## src/pkg/dsf_pkg.sv

```systemverilog
/*
  Constants and carrier types of the special-function decoder.
  Assumes a 24-bit serial command word, most significant bit first.
*/
package dsf_pkg;

  localparam int WORD_BITS = 24;
  localparam int CNT_W = 5;
  localparam logic [CNT_W-1:0] WORD_COUNT = 5'h18;
  localparam int MODE_HI = 23;
  localparam int MODE_LO = 22;
  localparam int FUNC_HI = 21;
  localparam int FUNC_LO = 16;
  localparam int PAY_W = 16;
  localparam logic [1:0] MODE_SPECIAL = 2'h0;

  typedef enum logic [5:0] {
    FN_NOP = 6'b000000,
    FN_CTRL = 6'b000001,
    FN_OFFSET_DAC_CODE_0 = 6'b000010,
    FN_OFFSET_DAC_CODE_1 = 6'b000011,
    FN_READSEL = 6'b000101,
    FN_BANK0 = 6'b000110,
    FN_BANK1 = 6'b000111,
    FN_BANK_ALL = 6'b001011,
    FN_MONITOR = 6'b001100,
    FN_GPIO = 6'b001101
  } dsf_func_t;

  localparam int RB_ADDR_HI = 15;
  localparam int RB_ADDR_LO = 7;
  localparam logic [8:0] RB_CTRL = 9'h101;
  localparam logic [8:0] RB_OFFSET_DAC_CODE_0 = 9'h102;
  localparam logic [8:0] RB_OFFSET_DAC_CODE_1 = 9'h103;
  localparam logic [8:0] RB_BANK0 = 9'h106;
  localparam logic [8:0] RB_BANK1 = 9'h107;
  localparam logic [8:0] RB_GPIO = 9'h10b;
  localparam logic [5:0] CHAN_BASE = 6'h08;
  localparam logic [5:0] CHAN_LAST = 6'h17;

  localparam int CTRL_PD = 0;
  localparam int CTRL_TSD = 1;
  localparam int CTRL_BANK = 2;
  localparam int CTRL_PEC = 3;
  localparam int CTRL_TEMP = 4;
  localparam int MON_EN = 5;
  localparam int MON_PIN = 4;
  localparam int GPIO_DIR = 1;
  localparam int GPIO_DATA = 0;
  localparam int OFS_W = 14;
  localparam int BANK_W = 8;

  localparam logic [OFS_W-1:0] OFS_RESET = 14'h0000;
  localparam logic [BANK_W-1:0] BANK_RESET = 8'h00;
  localparam logic [5:0] MON_RESET = 6'h00;

  typedef struct packed {
    logic input_bank_b;
    logic thermal_shutdown_en;
    logic soft_power_down;
  } dsf_ctrl_t;

  typedef struct packed {
    logic enable;
    logic pin_mode;
    logic pin_sel;
    logic [3:0] channel;
  } dsf_mon_t;

endpackage

```

## src/hdl/dsf_decoder.sv

```systemverilog
/*
  Serial special-function decoder of a 16-channel DAC.
  Assumes sclk, sync_n, sdi, gpio_in and over_temp are asynchronous pins;
  packet_error_event and chan_rd_data come from logic on clk.
*/
// Notes on behaviour
// - Mode bits 00 mark a word as a special-function command.
// - Bits 21..16 are the function code, bits 15..0 the payload.
// - Control payload bit 2 selects input register B, clear selects A.
// - Control payload bit 1 enables thermal shutdown.
// - Control payload bit 0 requests soft power-down.
// - Control bit 4 reads one while the die is over temperature.
// - Control bit 3 reads one while a packet check error is pending.
// - Codes 000010/000011 load payload bits 13..0 into offset codes.
// - Codes 000110/000111 load payload byte into bank select 0 or 1.
// - Bank select bits pick calibrated register B per channel.
// - Code 001011 writes the payload byte into both bank selects.
// - Monitor payload bit 5 enables the monitor multiplexer.
// - Monitor bit 4 clear routes the channel in bits 3..0.
// - Monitor bits 5 and 4 set route pin chosen by bit 0.
// - GPIO bit 1 set drives bit 0 out; clear makes it input.
// - Code 000101 selects readback address from payload bits 15..7.
// - Payload bits 6..0 of a readback select are ignored.
// - Fixed addresses return control, offset codes and bank selects.
// - Address 100001011 returns the GPIO pin level in bit 0.
// - Selected data shifts out on sdo during the next frame.
// - Reading control clears the packet error flag and pin.
`timescale 1ns/1ps
module dsf_decoder (
  input wire logic clk,
  input wire logic arst_n,
  input wire logic sclk,
  input wire logic sync_n,
  input wire logic sdi,
  output logic sdo,
  output logic sdo_oe,
  input wire logic over_temp,
  input wire logic packet_error_event,
  output logic pec_n,
  input wire logic gpio_in,
  output logic gpio_out,
  output logic gpio_oe,
  output dsf_pkg::dsf_ctrl_t ctrl,
  output logic [dsf_pkg::OFS_W-1:0] offset_code_0,
  output logic [dsf_pkg::OFS_W-1:0] offset_code_1,
  output logic [15:0] bank_select,
  output dsf_pkg::dsf_mon_t monitor,
  output logic [1:0] chan_rd_kind,
  output logic [3:0] chan_rd_index,
  input wire logic [15:0] chan_rd_data,
  output logic data_word_valid,
  output logic [dsf_pkg::WORD_BITS-1:0] data_word
);

  // ****************************************************************
  // Pin synchronisers and edge detection
  // ****************************************************************
  logic [2:0] sclk_reg;
  logic [2:0] sync_reg;
  logic [1:0] sdi_reg;
  logic [1:0] temp_reg;
  logic [1:0] gpin_reg;

  always_ff @(posedge clk or negedge arst_n) begin
    if (!arst_n) begin
      sclk_reg <= 3'h7;
      sync_reg <= 3'h7;
      sdi_reg <= 2'h0;
      temp_reg <= 2'h0;
      gpin_reg <= 2'h0;
    end else begin
      sclk_reg <= {sclk_reg[1:0], sclk};
      sync_reg <= {sync_reg[1:0], sync_n};
      sdi_reg <= {sdi_reg[0], sdi};
      temp_reg <= {temp_reg[0], over_temp};
      gpin_reg <= {gpin_reg[0], gpio_in};
    end
  end

  logic framed;
  logic sclk_fall;
  logic sclk_rise;
  logic frame_end;
  logic frame_start;

  // Only stage two and three are looked at; stage one feeds stage two.
  assign framed = !sync_reg[1];
  assign sclk_fall = framed && sclk_reg[2] && !sclk_reg[1];
  assign sclk_rise = framed && !sclk_reg[2] && sclk_reg[1];
  assign frame_end = !sync_reg[2] && sync_reg[1];
  assign frame_start = sync_reg[2] && !sync_reg[1];

  // ****************************************************************
  // Word capture
  // ****************************************************************
  logic [dsf_pkg::WORD_BITS-1:0] shift_reg;
  logic [dsf_pkg::CNT_W-1:0] count_reg;
  logic overrun_reg;

  // A frame with more than 24 falling edges is corrupt and is dropped.
  always_ff @(posedge clk or negedge arst_n) begin
    if (!arst_n) begin
      shift_reg <= '0;
      count_reg <= '0;
      overrun_reg <= 1'b0;
    end else if (frame_start) begin
      count_reg <= '0;
      overrun_reg <= 1'b0;
    end else if (sclk_fall) begin
      shift_reg <= {shift_reg[dsf_pkg::WORD_BITS-2:0], sdi_reg[1]};
      if (count_reg == dsf_pkg::WORD_COUNT) begin
        overrun_reg <= 1'b1;
      end else begin
        count_reg <= count_reg + 5'h01;
      end
    end
  end

  logic word_done;
  logic special;
  logic [5:0] func;
  logic [dsf_pkg::PAY_W-1:0] pay;
  logic [8:0] rb_addr;

  assign word_done = frame_end && !overrun_reg &&
                     count_reg == dsf_pkg::WORD_COUNT;
  assign special = shift_reg[dsf_pkg::MODE_HI:dsf_pkg::MODE_LO] ==
                   dsf_pkg::MODE_SPECIAL;
  assign func = shift_reg[dsf_pkg::FUNC_HI:dsf_pkg::FUNC_LO];
  assign pay = shift_reg[dsf_pkg::PAY_W-1:0];
  assign rb_addr = pay[dsf_pkg::RB_ADDR_HI:dsf_pkg::RB_ADDR_LO];

  logic cmd;
  assign cmd = word_done && special;

  // Channel words are passed on untouched; the data path lives elsewhere.
  always_ff @(posedge clk or negedge arst_n) begin
    if (!arst_n) begin
      data_word_valid <= 1'b0;
      data_word <= '0;
    end else begin
      data_word_valid <= word_done && !special;
      if (word_done && !special) begin
        data_word <= shift_reg;
      end
    end
  end

  // ****************************************************************
  // Special-function registers
  // ****************************************************************
  always_ff @(posedge clk or negedge arst_n) begin
    if (!arst_n) begin
      ctrl <= '0;
    end else if (cmd && func == dsf_pkg::FN_CTRL) begin
      // Bits 4 and 3 are status only; whatever the host sends there is
      // dropped rather than trusted.
      ctrl.input_bank_b <= pay[dsf_pkg::CTRL_BANK];
      ctrl.thermal_shutdown_en <= pay[dsf_pkg::CTRL_TSD];
      ctrl.soft_power_down <= pay[dsf_pkg::CTRL_PD];
    end
  end

  always_ff @(posedge clk or negedge arst_n) begin
    if (!arst_n) begin
      offset_code_0 <= dsf_pkg::OFS_RESET;
      offset_code_1 <= dsf_pkg::OFS_RESET;
    end else if (cmd && func == dsf_pkg::FN_OFFSET_DAC_CODE_0) begin
      offset_code_0 <= pay[dsf_pkg::OFS_W-1:0];
    end else if (cmd && func == dsf_pkg::FN_OFFSET_DAC_CODE_1) begin
      offset_code_1 <= pay[dsf_pkg::OFS_W-1:0];
    end
  end

  // Bit n of bank_select steers channel n to calibrated_reg_b.
  always_ff @(posedge clk or negedge arst_n) begin
    if (!arst_n) begin
      bank_select <= {dsf_pkg::BANK_RESET, dsf_pkg::BANK_RESET};
    end else if (cmd) begin
      case (func)
        dsf_pkg::FN_BANK0: begin
          bank_select[7:0] <= pay[dsf_pkg::BANK_W-1:0];
        end
        dsf_pkg::FN_BANK1: begin
          bank_select[15:8] <= pay[dsf_pkg::BANK_W-1:0];
        end
        dsf_pkg::FN_BANK_ALL: begin
          bank_select <= {2{pay[dsf_pkg::BANK_W-1:0]}};
        end
        default: begin
          bank_select <= bank_select;
        end
      endcase
    end
  end

  logic [5:0] mon_reg;

  always_ff @(posedge clk or negedge arst_n) begin
    if (!arst_n) begin
      mon_reg <= dsf_pkg::MON_RESET;
    end else if (cmd && func == dsf_pkg::FN_MONITOR) begin
      mon_reg <= pay[5:0];
    end
  end

  assign monitor.enable = mon_reg[dsf_pkg::MON_EN];
  assign monitor.channel = mon_reg[3:0];
  assign monitor.pin_mode = mon_reg[dsf_pkg::MON_PIN];
  assign monitor.pin_sel = mon_reg[0];

  always_ff @(posedge clk or negedge arst_n) begin
    if (!arst_n) begin
      gpio_oe <= 1'b0;
      gpio_out <= 1'b0;
    end else if (cmd && func == dsf_pkg::FN_GPIO) begin
      gpio_oe <= pay[dsf_pkg::GPIO_DIR];
      gpio_out <= pay[dsf_pkg::GPIO_DATA];
    end
  end

  // ****************************************************************
  // Packet error flag
  // ****************************************************************
  logic pec_reg;
  logic rb_sel;
  assign rb_sel = cmd && func == dsf_pkg::FN_READSEL;

  // A new error in the same cycle as the clearing read wins.
  always_ff @(posedge clk or negedge arst_n) begin
    if (!arst_n) begin
      pec_reg <= 1'b0;
    end else if (packet_error_event) begin
      pec_reg <= 1'b1;
    end else if (rb_sel && rb_addr == dsf_pkg::RB_CTRL) begin
      pec_reg <= 1'b0;
    end
  end

  assign pec_n = !pec_reg;

  // ****************************************************************
  // Readback
  // ****************************************************************
  logic [4:0] ctrl_word;
  assign ctrl_word = {temp_reg[1], pec_reg, ctrl.input_bank_b,
                      ctrl.thermal_shutdown_en,
                      ctrl.soft_power_down};

  logic [15:0] rb_value;
  logic rb_is_chan;
  logic [5:0] chan_code;
  assign chan_code = rb_addr[5:0];
  assign rb_is_chan = !rb_addr[8] && chan_code >= dsf_pkg::CHAN_BASE &&
                      chan_code <= dsf_pkg::CHAN_LAST;

  // The low payload bits never enter the address compare.
  always_comb begin
    rb_value = 16'h0000;
    case (rb_addr)
      dsf_pkg::RB_CTRL: rb_value = {11'h000, ctrl_word};
      dsf_pkg::RB_OFFSET_DAC_CODE_0: rb_value = {2'h0, offset_code_0};
      dsf_pkg::RB_OFFSET_DAC_CODE_1: rb_value = {2'h0, offset_code_1};
      dsf_pkg::RB_BANK0: rb_value = {8'h00, bank_select[7:0]};
      dsf_pkg::RB_BANK1: rb_value = {8'h00, bank_select[15:8]};
      dsf_pkg::RB_GPIO: rb_value = {15'h0000, gpin_reg[1]};
      default: rb_value = 16'h0000;
    endcase
  end

  // Channel registers live outside; their data is taken one cycle after
  // the select so the external mux sees a stable kind and index.
  logic chan_pend_reg;

  always_ff @(posedge clk or negedge arst_n) begin
    if (!arst_n) begin
      chan_pend_reg <= 1'b0;
      chan_rd_kind <= 2'h0;
      chan_rd_index <= 4'h0;
    end else begin
      chan_pend_reg <= rb_sel && rb_is_chan;
      if (rb_sel && rb_is_chan) begin
        chan_rd_kind <= rb_addr[7:6];
        chan_rd_index <= 4'(chan_code - dsf_pkg::CHAN_BASE);
      end
    end
  end

  logic [dsf_pkg::WORD_BITS-1:0] out_reg;

  // Shift on rising sclk so the host can sample on the falling edge.
  always_ff @(posedge clk or negedge arst_n) begin
    if (!arst_n) begin
      out_reg <= '0;
    end else if (rb_sel) begin
      out_reg <= {8'h00, rb_is_chan ? 16'h0000 : rb_value};
    end else if (chan_pend_reg) begin
      out_reg <= {8'h00, chan_rd_data};
    end else if (sclk_rise && sdo_oe) begin
      out_reg <= {out_reg[dsf_pkg::WORD_BITS-2:0], 1'b0};
    end
  end

  // The pin is driven from the select until the next frame has ended;
  // a new select at that same frame end keeps it driven.
  always_ff @(posedge clk or negedge arst_n) begin
    if (!arst_n) begin
      sdo_oe <= 1'b0;
    end else if (rb_sel) begin
      sdo_oe <= 1'b1;
    end else if (frame_end) begin
      sdo_oe <= 1'b0;
    end
  end

  assign sdo = out_reg[dsf_pkg::WORD_BITS-1];

endmodule

```

## config.mk

```make
export PLATFORM = sky130hd
export DESIGN_NAME = dsf_decoder
export DESIGN_NICKNAME = d
export VERILOG_FILES = /design/src/pkg/dsf_pkg.sv /design/src/hdl/dsf_decoder.sv
export SDC_FILE = /design/constraint.sdc
export NUM_CORES = 1
export LEC_CHECK = 0
export BUFFER_PORTS_ARGS = -buffer_cell sky130_fd_sc_hd__clkbuf_2
export CAP_MARGIN = 20
export CORE_MARGIN = 4
export CORE_UTILIZATION = 60
export CTS_CLUSTER_SIZE = 10
export DETAILED_ROUTE_END_ITERATION = 6
export PLACE_DENSITY_LB_ADDON = 0.05
export SLEW_MARGIN = 15
export SYNTH_ARGS = -nofsm -noshare
export SYNTH_HDL_FRONTEND = slang
export SYNTH_SLANG_ARGS = --single-unit
```

## constraint.sdc

```tcl
create_clock -name clk -period 6.9 [get_ports clk]
set_input_delay 0.69 -clock clk [delete_from_list [all_inputs] [get_ports clk]]
set_output_delay 0.69 -clock clk [all_outputs]
set_load 0.005 [all_outputs]
```

# After elaboration in Yosys (flattened, before gate mapping)
# Index checks and enable logic that the tools add are counted.
# totals
ff_bits	155
output_inout_bits	90
elab_cells	107
# op_classes
addsub	2
magnitude_cmp	2
n_eq_ne	17
mux	15
n_bitwise	2
reduce_logical	43
# op_table
op	count
$pmux 14 s6	1
$mux 24	3
$eq 9x9->1 const B	6
$logic_and 1x1->1	21
$eq 6x3->1 const B	3
$eq 6x4->1 const B	3
$mux 16	1
$mux 5	3
$eq 6x2->1 const B	2
$reduce_and 2->1	6
$logic_not 1->1	8
$reduce_bool 2->1	4
$mux 1	7
$eq 6x1->1 const B	1
$ge 6x4->1 const B	1
$le 6x5->1 const B	1
$add 5x1->5 const B	1
$eq 5x5->1 const B	1
$reduce_or 2->1	2
$sub 4x4->4 const B	1
$reduce_bool 3->1	1
$logic_not 2->1	1
$ne 2x2->1 const B	1
$not 1->1	2

# Depth between registers and ports, before layout
# Gate-level depths: netlist of the first run.
# logic_depth
depth_word	9
ltp_mapped	8
depth_no_buf	7

# Worst setup path before layout of the first run
# Ideal clock, no wire load.
# synth_timing
kind	reg2reg
start	reg count_reg[0] (netlist bit)
end	reg offset_code_0[10] (netlist bit)
arrival_ns	2.044
required_ns	6.775
setup_slack_ns	4.731
path_stages_with_launch	9
path_buffers	1
path_cell_list	dfrtp_1 -> inv_1 -> ha_1 -> nand4b_1 -> nor3_2 -> nand3_1 -> nor4_4 -> buf_4 -> mux2_2
# synth_via
elab_chain_len	4
# synth_lines
element	line	text
start: declaration	dsf_decoder.sv:97	logic [dsf_pkg::CNT_W-1:0] count_reg;
start signal: assignment	dsf_decoder.sv:114	count_reg <= count_reg + 5'h01;
$eq 5x5->1	dsf_decoder.sv:126	count_reg == dsf_pkg::WORD_COUNT;
$logic_and 1x1->1	dsf_decoder.sv:125	assign word_done = frame_end && !overrun_reg &&
$logic_and 1x1->1	dsf_decoder.sv:134	assign cmd = word_done && special;
$logic_and 1x1->1	dsf_decoder.sv:168	end else if (cmd && func == dsf_pkg::FN_OFFSET_DAC_CODE_0) begin
end signal: assignment	dsf_decoder.sv:166	offset_code_0 <= dsf_pkg::OFS_RESET;
end signal: assignment	dsf_decoder.sv:169	offset_code_0 <= pay[dsf_pkg::OFS_W-1:0];
end: declaration	dsf_decoder.sv:44	output logic [dsf_pkg::OFS_W-1:0] offset_code_0,
# No other way between the ends.
# A chain may end at the register's enable or synchronous reset.

# Worst setup path in the final report of the first run
# layout_timing
start	reg count_reg[0] (netlist bit)
end	reg offset_code_0[7] (netlist bit)
# The elaborated chain is that of the path after synthesis.

==> reports/qor.yml, run 1 <==
outcome:
  status: "complete, no violations"
drt:
  routed_wire_per_std_cell_um: 19.6
  detail_route.vias_per_cell: 5.81
  drt_first_pass_iters: 4
  drt.antenna.violating_nets: 0
  routed-via-count: 4547
  drt_drc_violations_left: 0
  wl_mm: 15.4
  drt-initial-drc-count: 367
sta:
  finalSetupTns_ns: 0
  setup_ws_ns: 4.13
  whs_ns: 0.309
  finalWorstPathRequiredPeriod_ns: 2.77
  period_utilization_pct: 40.1
  slew_viol_final: 0
  max_freq_mhz: 361
  setup-violations-final: 0
  hold_violations: 0
  slew_headroom_pct: 28.2
  finalClockSkew_ns: 0.00512
  worst_slew_pin_slew_ns: 1.07
  rsz0062_at_grt: "false"
critical_path:
  crit_path_cell_trace: "inv_1 > ha_1 > nand4b_1 > nor3_2 > nand3_1 > nor4_4 > mux2_2"
  reg2reg_from: "count_reg[0]$_DFFE_PN0P_"
  rrSetupSlack_ns: 4.13
  standard_cell_with_the_maximum_stage_delay_on_the_critical_path: "sky130_fd_sc_hd__nor4_4"
  critical_path_class: "flop to flop"
  cp-end-kind: "flop"
  crit_path_start_kind: "flop"
  r2r_cells: 7
  critical_path.reg2reg.endpoint: "offset_code_0[7]$_DFFE_PN0N_"
  timing.critical_path.fanout_max: 14
  worst_path_largest_cell_delay_ns: 0.77
  critical-path-top-delay-family: "simple AND/OR/NAND/NOR gates"
  path_buf_inv: 1
  worst-endpoint-required_ns: 7.20
  arrival_ns: 3.07
cts:
  cts_tree: "yes"
  number_of_h_tree_branching_levels: 4
  cts_buffers: 17
  cts_hold_buf: 0
  cts_resized: 0
  cts.repair_timing.setup_buffer_count: 0
  clock_latency_on_the_worst_skew_pair_ns: 0.42
  clock_transition_at_the_register_clock_pins_on_the_worst_setup_and_hold_paths_after_cts_ns: 0.06
  cts.sinks: 155
  clock_tree.buffer_depth: 2
  root_buffer: "sky130_fd_sc_hd__clkbuf_16"
cells_and_area:
  fin_util_pct: 73.1
  layoutNonFillerInstCount: 783
  final_nets: 657
  synthToLayoutAreaGrowth_pct: 17.8
  antenna_cells_inserted: 0
  drive_gt1_share_pct: 45.3
  n_fill_cell: 767
pwr:
  leakagePower_nw: 3.97
  vdd_drop_max_v: 0.000190
  power.density_nw_per_um2: 235
placement:
  io_port_bufs: 113
  routabilityCongestion: 0.799
  inst_count_dp: 751
  dpl.hpwl_mm: 10.5
  pre_cts_slack_ns: 4.09
global_routing:
  number_of_antenna_violations_at_the_first_check_in_global_routing: 0
  global_route.usage.total_pct: 25.3
  via_count_of_the_first_global_routing_pass: 4753
  grt_pass1_wl_mm: 25.0
  grt_max_degree: 83
  global_route.overflow_total: 0
yosys:
  synth-edff-count: 0
  yosys_most_used_dff: "sky130_fd_sc_hd__dfrtp_1"
  seq_area_frac_synth_pct: 57.3
  postSynth.asyncResetShare_pct: 100
  synth_warnings: 0
  yosysUniqueCellTypes: 52
  netlist_area_um2: 6790
  yosys_register_bits: 155
  synthesis.area_per_instance_um2: 12.9
  synth_fp_nets: 553
  synthCells: 527
floorplan:
  chipHeight_um: 114
  floorplan.die.width_um: 114
  design.core.area_um2: 10900
  initial_utilization_pct: 62.0
  die_area_um2: 13100
  num_io_pins: 114
  core.rowCount: 38
job:
  cap_viol_max_count: 0
worst_hold_path:
  hold_path_class: "input pin to asynchronous set/reset pin"
[cells in the mapped netlist (2+ instances only)]
cell	instances	share of area (%)
sky130_fd_sc_hd__mux2i_1	11	1.6
sky130_fd_sc_hd__xor2_1	4	0.52
sky130_fd_sc_hd__a32oi_1	2	0.26
sky130_fd_sc_hd__nand2_1	69	3.8
sky130_fd_sc_hd__or4_1	3	0.33
sky130_fd_sc_hd__a2bb2oi_2	8	1.8
sky130_fd_sc_hd__nor3_1	4	0.30
sky130_fd_sc_hd__nand2b_1	3	0.28
sky130_fd_sc_hd__inv_1	5	0.28
sky130_fd_sc_hd__nor4_4	2	0.63
sky130_fd_sc_hd__clkbuf_1	17	0.94
sky130_fd_sc_hd__nor3_2	2	0.30
sky130_fd_sc_hd__xnor2_1	2	0.26
sky130_fd_sc_hd__or2_1	2	0.18
sky130_fd_sc_hd__ha_1	2	0.37
sky130_fd_sc_hd__and2_1	2	0.18
sky130_fd_sc_hd__nor2b_1	3	0.28
sky130_fd_sc_hd__nand3b_1	2	0.22
sky130_fd_sc_hd__a21oi_1	12	0.89
sky130_fd_sc_hd__buf_2	9	0.66
sky130_fd_sc_hd__and4b_1	2	0.30
sky130_fd_sc_hd__buf_1	3	0.17
sky130_fd_sc_hd__buf_4	2	0.22
sky130_fd_sc_hd__mux2_2	112	19
sky130_fd_sc_hd__dfrtp_1	149	55
sky130_fd_sc_hd__nand4_2	2	0.37
sky130_fd_sc_hd__nand3_1	11	0.81
sky130_fd_sc_hd__nor2_1	23	1.3
sky130_fd_sc_hd__dfstp_2	6	2.3
sky130_fd_sc_hd__nor4bb_1	3	0.44
sky130_fd_sc_hd__mux4_2	5	1.7
sky130_fd_sc_hd__nand4_1	2	0.18
sky130_fd_sc_hd__o21ai_0	24	1.8
[kinds of logic (layout without fill, tap and decap cells)]
| family | count (synthesis) | in the layout | synth area share (%) |
|---|---|---|---|
| xor gates and xnor gates | 6 | 6 | 0.774 |
| buffers and inverters | 37 | 153 | 2.43 |
| DFF | 155 | 155 | 57.3 |
| adders and majority gates | 2 | 2 | 0.369 |
| and+or+nand+nor | 146 | 146 | 11.7 |
| AOI/OAI and AO/OA | 53 | 53 | 5.55 |
| muxes | 128 | 128 | 21.9 |
[where the power goes]
group / switching (W) / internal, W
Combinational: 0.0000287 / 0.0000196
Sequential: 0.0000298 / 0.000926
Clock: 0.000359 / 0.000515
Total: 0.000417 / 0.00146
[area by class of cell]
cell class,count,area [um2],share of cell area (%)
flip-flops and latches,155,3890,48.6
repair buffers,117,606,7.58
clock buffers,22,464,5.81
multi-input cells,335,2750,34.4
inverters,5,18.8,0.235
well taps,140,175,2.19
clock inverters,9,90.1,1.13
[worst reg2reg max path, delay by kind of cell (launching register included)]
family	cells	cell delay, ns
DFF	1	0.40
adders and majority gates	1	0.20
muxes	1	0.43
and+or+nand+nor	4	1.52
buffers and inverters	1	0.11
[worst max-delay path by stage]
stage                             start  slack [ns]  depth (start not counted)                       endpoint
6_report       count_reg[0]$_DFFE_PN0P_        4.13                          7   offset_code_0[7]$_DFFE_PN0N_
5_1_grt        count_reg[0]$_DFFE_PN0P_        3.93                          7   offset_code_0[4]$_DFFE_PN0N_
4_1_cts        count_reg[0]$_DFFE_PN0P_        4.09                          7   offset_code_0[7]$_DFFE_PN0N_
3_5_place_dp   count_reg[0]$_DFFE_PN0P_        4.09                          7   offset_code_0[7]$_DFFE_PN0N_
3_3_place_gp   count_reg[0]$_DFFE_PN0P_        4.25                          7   offset_code_0[7]$_DFFE_PN0N_
2_1_floorplan  count_reg[0]$_DFFE_PN0P_        4.73                          8  offset_code_0[10]$_DFFE_PN0N_
[metal layers]
metal  vias up  part of all wire, %  track usage (%)
met2       129                   51             41.0
li1       2064                    -                -
met3        12                  5.3             6.82
met5         -                    0                0
met4         0                  1.0             7.84
met1      2342                   43             33.5
[through the flow]
| stage | area, um2 | power, W |
|---|---|---|
| floorplan | 6790 | 0.000980 |
| global placement | 7430 | 0.00102 |
| detailed placement | 7430 | 0.00102 |
| CTS | 7980 | 0.00189 |
| global route | 7990 | 0.00195 |
| finish | 7990 | 0.00188 |
[layout by cell type (no fill, tap or decap), types with 2 or more instances in the layout]
cell                         instances
sky130_fd_sc_hd__a2bb2oi_2           8
sky130_fd_sc_hd__o21ai_0            24
sky130_fd_sc_hd__nand4_1             2
sky130_fd_sc_hd__and4b_1             2
sky130_fd_sc_hd__inv_6               2
sky130_fd_sc_hd__nand2_1            69
sky130_fd_sc_hd__nand2b_1            3
sky130_fd_sc_hd__clkbuf_16          17
sky130_fd_sc_hd__xor2_1              4
sky130_fd_sc_hd__nor2_1             22
sky130_fd_sc_hd__nand3_1            11
sky130_fd_sc_hd__clkbuf_2          112
sky130_fd_sc_hd__nor3_2              2
sky130_fd_sc_hd__a32oi_1             2
sky130_fd_sc_hd__mux4_2              5
sky130_fd_sc_hd__nor2b_1             2
sky130_fd_sc_hd__nand4_2             2
sky130_fd_sc_hd__a21oi_1            12
sky130_fd_sc_hd__clkbuf_8            2
sky130_fd_sc_hd__nor4_4              2
sky130_fd_sc_hd__clkinv_4            2
sky130_fd_sc_hd__ha_1                2
sky130_fd_sc_hd__or2_1               2
sky130_fd_sc_hd__mux2i_1            11
sky130_fd_sc_hd__nand3b_1            2
sky130_fd_sc_hd__nor2_2              2
sky130_fd_sc_hd__dfrtp_1           149
sky130_fd_sc_hd__dfstp_2             6
sky130_fd_sc_hd__nor3_1              4
sky130_fd_sc_hd__clkbuf_1            3
sky130_fd_sc_hd__or4_1               3
sky130_fd_sc_hd__mux2_2            112
sky130_fd_sc_hd__buf_6               2
sky130_fd_sc_hd__and2_1              2
sky130_fd_sc_hd__nor4bb_1            2
sky130_fd_sc_hd__xnor2_1             2
sky130_fd_sc_hd__buf_4               3
sky130_fd_sc_hd__clkinv_2            2
sky130_fd_sc_hd__clkinvlp_4          2
sky130_fd_sc_hd__inv_1               5
Note: power is estimated with default switching activity, not from simulation.
==> run 2: changes to the inputs <==
Settings changed: CORE_UTILIZATION 60 to 56.
Clock period 6.9 ns to 2.65 ns, I/O delays scaled along.
==> run 2 against run 1 <==
Register-to-register slack worse by 3.9 ns. Count of clock-buffer cells in the layout is 1 higher. Sequential power rose to 2.6 times the previous value. Global-route usage fell by 2.0 points. Worst hold slack got worse by 0.27 ns. First-iteration DRC count decreased by 4.1%. Setup slack got worse by 3.9 ns. Via count rose by 0.84%. Clock skew up 0.0056 ns. Critical path type unchanged. Largest power group unchanged. Highest routed layer unchanged.
==> reports/qor.yml, run 2 (synthesis results as in run 1) <==
global_routing:
  global_route.overflow_total: 0  # unchanged
  grt_pass1_wl_mm: 25.5  # was 25.0 mm
  number_of_antenna_violations_at_the_first_check_in_global_routing: 0  # unchanged
  global_route.usage.total_pct: 23.3  # was 25.3%
  via_count_of_the_first_global_routing_pass: 4729  # was 4753
  grt_max_degree: 65  # was 83
floorplan:
  initial_utilization_pct: 58.4  # was 62.0%
  core.rowCount: 39  # was 38
  chipHeight_um: 118  # was 114 um
  floorplan.die.width_um: 118  # was 114 um
  design.core.area_um2: 11600  # was 10900 um2
  die_area_um2: 13900  # was 13100 um2
  num_io_pins: 114  # unchanged
placement:
  routabilityCongestion: 0.772  # was 0.799
  pre_cts_slack_ns: 0.240  # was 4.09 ns
  inst_count_dp: 774  # was 751
  io_port_bufs: 113  # unchanged
  dpl.hpwl_mm: 10.7  # was 10.5 mm
sta:
  slew_viol_final: 0  # unchanged
  finalSetupTns_ns: 0  # unchanged
  worst_slew_pin_slew_ns: 0.789  # was 1.07 ns
  finalWorstPathRequiredPeriod_ns: 2.44  # was 2.77 ns
  setup-violations-final: 0  # unchanged
  rsz0062_at_grt: "false"  # unchanged
  setup_ws_ns: 0.214  # was 4.13 ns
  hold_violations: 0  # unchanged
  slew_headroom_pct: 47.3  # was 28.2%
  max_freq_mhz: 411  # was 361 MHz
  finalClockSkew_ns: 0.0107  # was 0.00512 ns
  period_utilization_pct: 91.9  # was 40.1%
worst_hold_path:
  hold_path_class: "input pin to flop"  # was input pin to asynchronous set/reset pin
drt:
  drt-initial-drc-count: 352  # was 367
  wl_mm: 15.6  # was 15.4 mm
  drt_first_pass_iters: 7  # was 4
  drt.antenna.violating_nets: 0  # unchanged
  routed-via-count: 4585  # was 4547
  drt_drc_violations_left: 0  # unchanged
  routed_wire_per_std_cell_um: 19.2  # was 19.6 um
  detail_route.vias_per_cell: 5.65  # was 5.81
critical_path:
  timing.critical_path.fanout_max: 8  # was 14
  cp-end-kind: "flop"  # unchanged
  critical_path_class: "flop to flop"  # unchanged
  worst-endpoint-required_ns: 2.96  # was 7.20 ns
  crit_path_start_kind: "flop"  # unchanged
  arrival_ns: 2.75  # was 3.07 ns
cts:
  number_of_h_tree_branching_levels: 4  # unchanged
  cts_tree: "yes"  # unchanged
  clock_latency_on_the_worst_skew_pair_ns: 0.43  # was 0.42 ns
  cts_buffers: 17  # unchanged
  root_buffer: "sky130_fd_sc_hd__clkbuf_16"  # unchanged
  clock_transition_at_the_register_clock_pins_on_the_worst_setup_and_hold_paths_after_cts_ns: 0.06  # about the same
  clock_tree.buffer_depth: 2  # unchanged
  cts_resized: 0  # unchanged
  cts.sinks: 155  # unchanged
pwr:
  power.density_nw_per_um2: 599  # was 235 nW/um2
  post-layout-total-power_w: 0.00491  # was 0.00188 W
  leakagePower_nw: 4.08  # was 3.97 nW
  vdd_drop_max_v: 0.000443  # was 0.000190 V
cells_and_area:
  final_cell_mix: "149 x sky130_fd_sc_hd__dfrtp_1, 112 x sky130_fd_sc_hd__mux2_2, 112 x sky130_fd_sc_hd__clkbuf_2, 69 x sky130_fd_sc_hd__nand2_1, 24 x sky130_fd_sc_hd__o21ai_0"  # unchanged
  fin_util_pct: 70.6  # was 73.1%
  antenna_cells_inserted: 0  # unchanged
  n_fill_cell: 868  # was 767
  drive_gt1_share_pct: 46.3  # was 45.3%
  synthToLayoutAreaGrowth_pct: 20.9  # was 17.8%
  layoutNonFillerInstCount: 812  # was 783
  final_common_cell: "sky130_fd_sc_hd__dfrtp_1"  # unchanged
  final_nets: 682  # was 657
job:
  cap_viol_max_count: 0  # unchanged
outcome:
  status: "complete, no violations"  # unchanged
-- run 2: path summary, 6_finish.rpt --
check / from / to / slack [ns] / cells past startpoint
max: count_reg[0]$_DFFE_PN0P_ / bank_select[5]$_DFFE_PN0P_ / 0.21 / 7
min: packet_error_event / pec_reg$_DFFE_PN0P_ / 0.04 / 2
max reg2reg: count_reg[0]$_DFFE_PN0P_ / bank_select[5]$_DFFE_PN0P_ / 0.21 / 7
min reg2reg: sdi_reg[0]$_DFF_PN0_ / sdi_reg[1]$_DFF_PN0_ / 0.35 / 0
max in group asynchronous: arst_n / offset_code_0[1]$_DFFE_PN0N_ / 1.32 / 3
min in group asynchronous: arst_n / data_word[23]$_DFFE_PN0P_ / 0.40 / 2
-- run 2: stage by stage --
stage | hold slack (ns) | instance area, um2
detailed placement | 0.295 | 7580
CTS | 0.0286 | 8200
global route | 0.0307 | 8200
global placement | 0.287 | 7580
floorplan | -0.0306 | 6790
finish | 0.0373 | 8200
-- run 2: cell type report --
type | count | area [um2] | share of cell area [%]
Clock buffer | 23 | 468 | 5.71
Inverter | 5 | 18.8 | 0.229
Sequential cell | 155 | 3890 | 47.4
Timing Repair Buffer | 142 | 805 | 9.81
Clock inverter | 9 | 90.1 | 1.10
Tap cell | 143 | 179 | 2.18
Multi-Input combinational cell | 335 | 2750 | 33.6
-- run 2: timing repair --
action                                  4_1_cts  5_1_grt
endpoints found under the setup margin        0        0
endpoints found under the hold margin        61        0
buffers inserted                              0        0
hold buffers                                  6        0
-- run 2: per-layer routing --
layer	wire (um)	up-vias	GRT usage, %
met5	0	-	0
met2	7360	128	35.7
met1	7190	2313	32.2
li1	-	2124	-
met4	260	0	7.99
met3	759	20	6.34
-- run 2: worst max-delay path, cell delays in order, from the launching register on --
cell,delay [ns]
sky130_fd_sc_hd__dfrtp_1,0.40
sky130_fd_sc_hd__inv_1,0.10
sky130_fd_sc_hd__ha_1,0.18
sky130_fd_sc_hd__nand4b_1,0.22
sky130_fd_sc_hd__nor3_2,0.30
sky130_fd_sc_hd__nand3_1,0.26
sky130_fd_sc_hd__a21oi_2,0.48
sky130_fd_sc_hd__mux2_2,0.40
-- run 2: power breakdown --
part	switching (W)	internal [W]	total, W
Combinational	0.0000777	0.0000595	0.000137
Clock	0.000942	0.00134	0.00228
Sequential	0.0000767	0.00241	0.00249
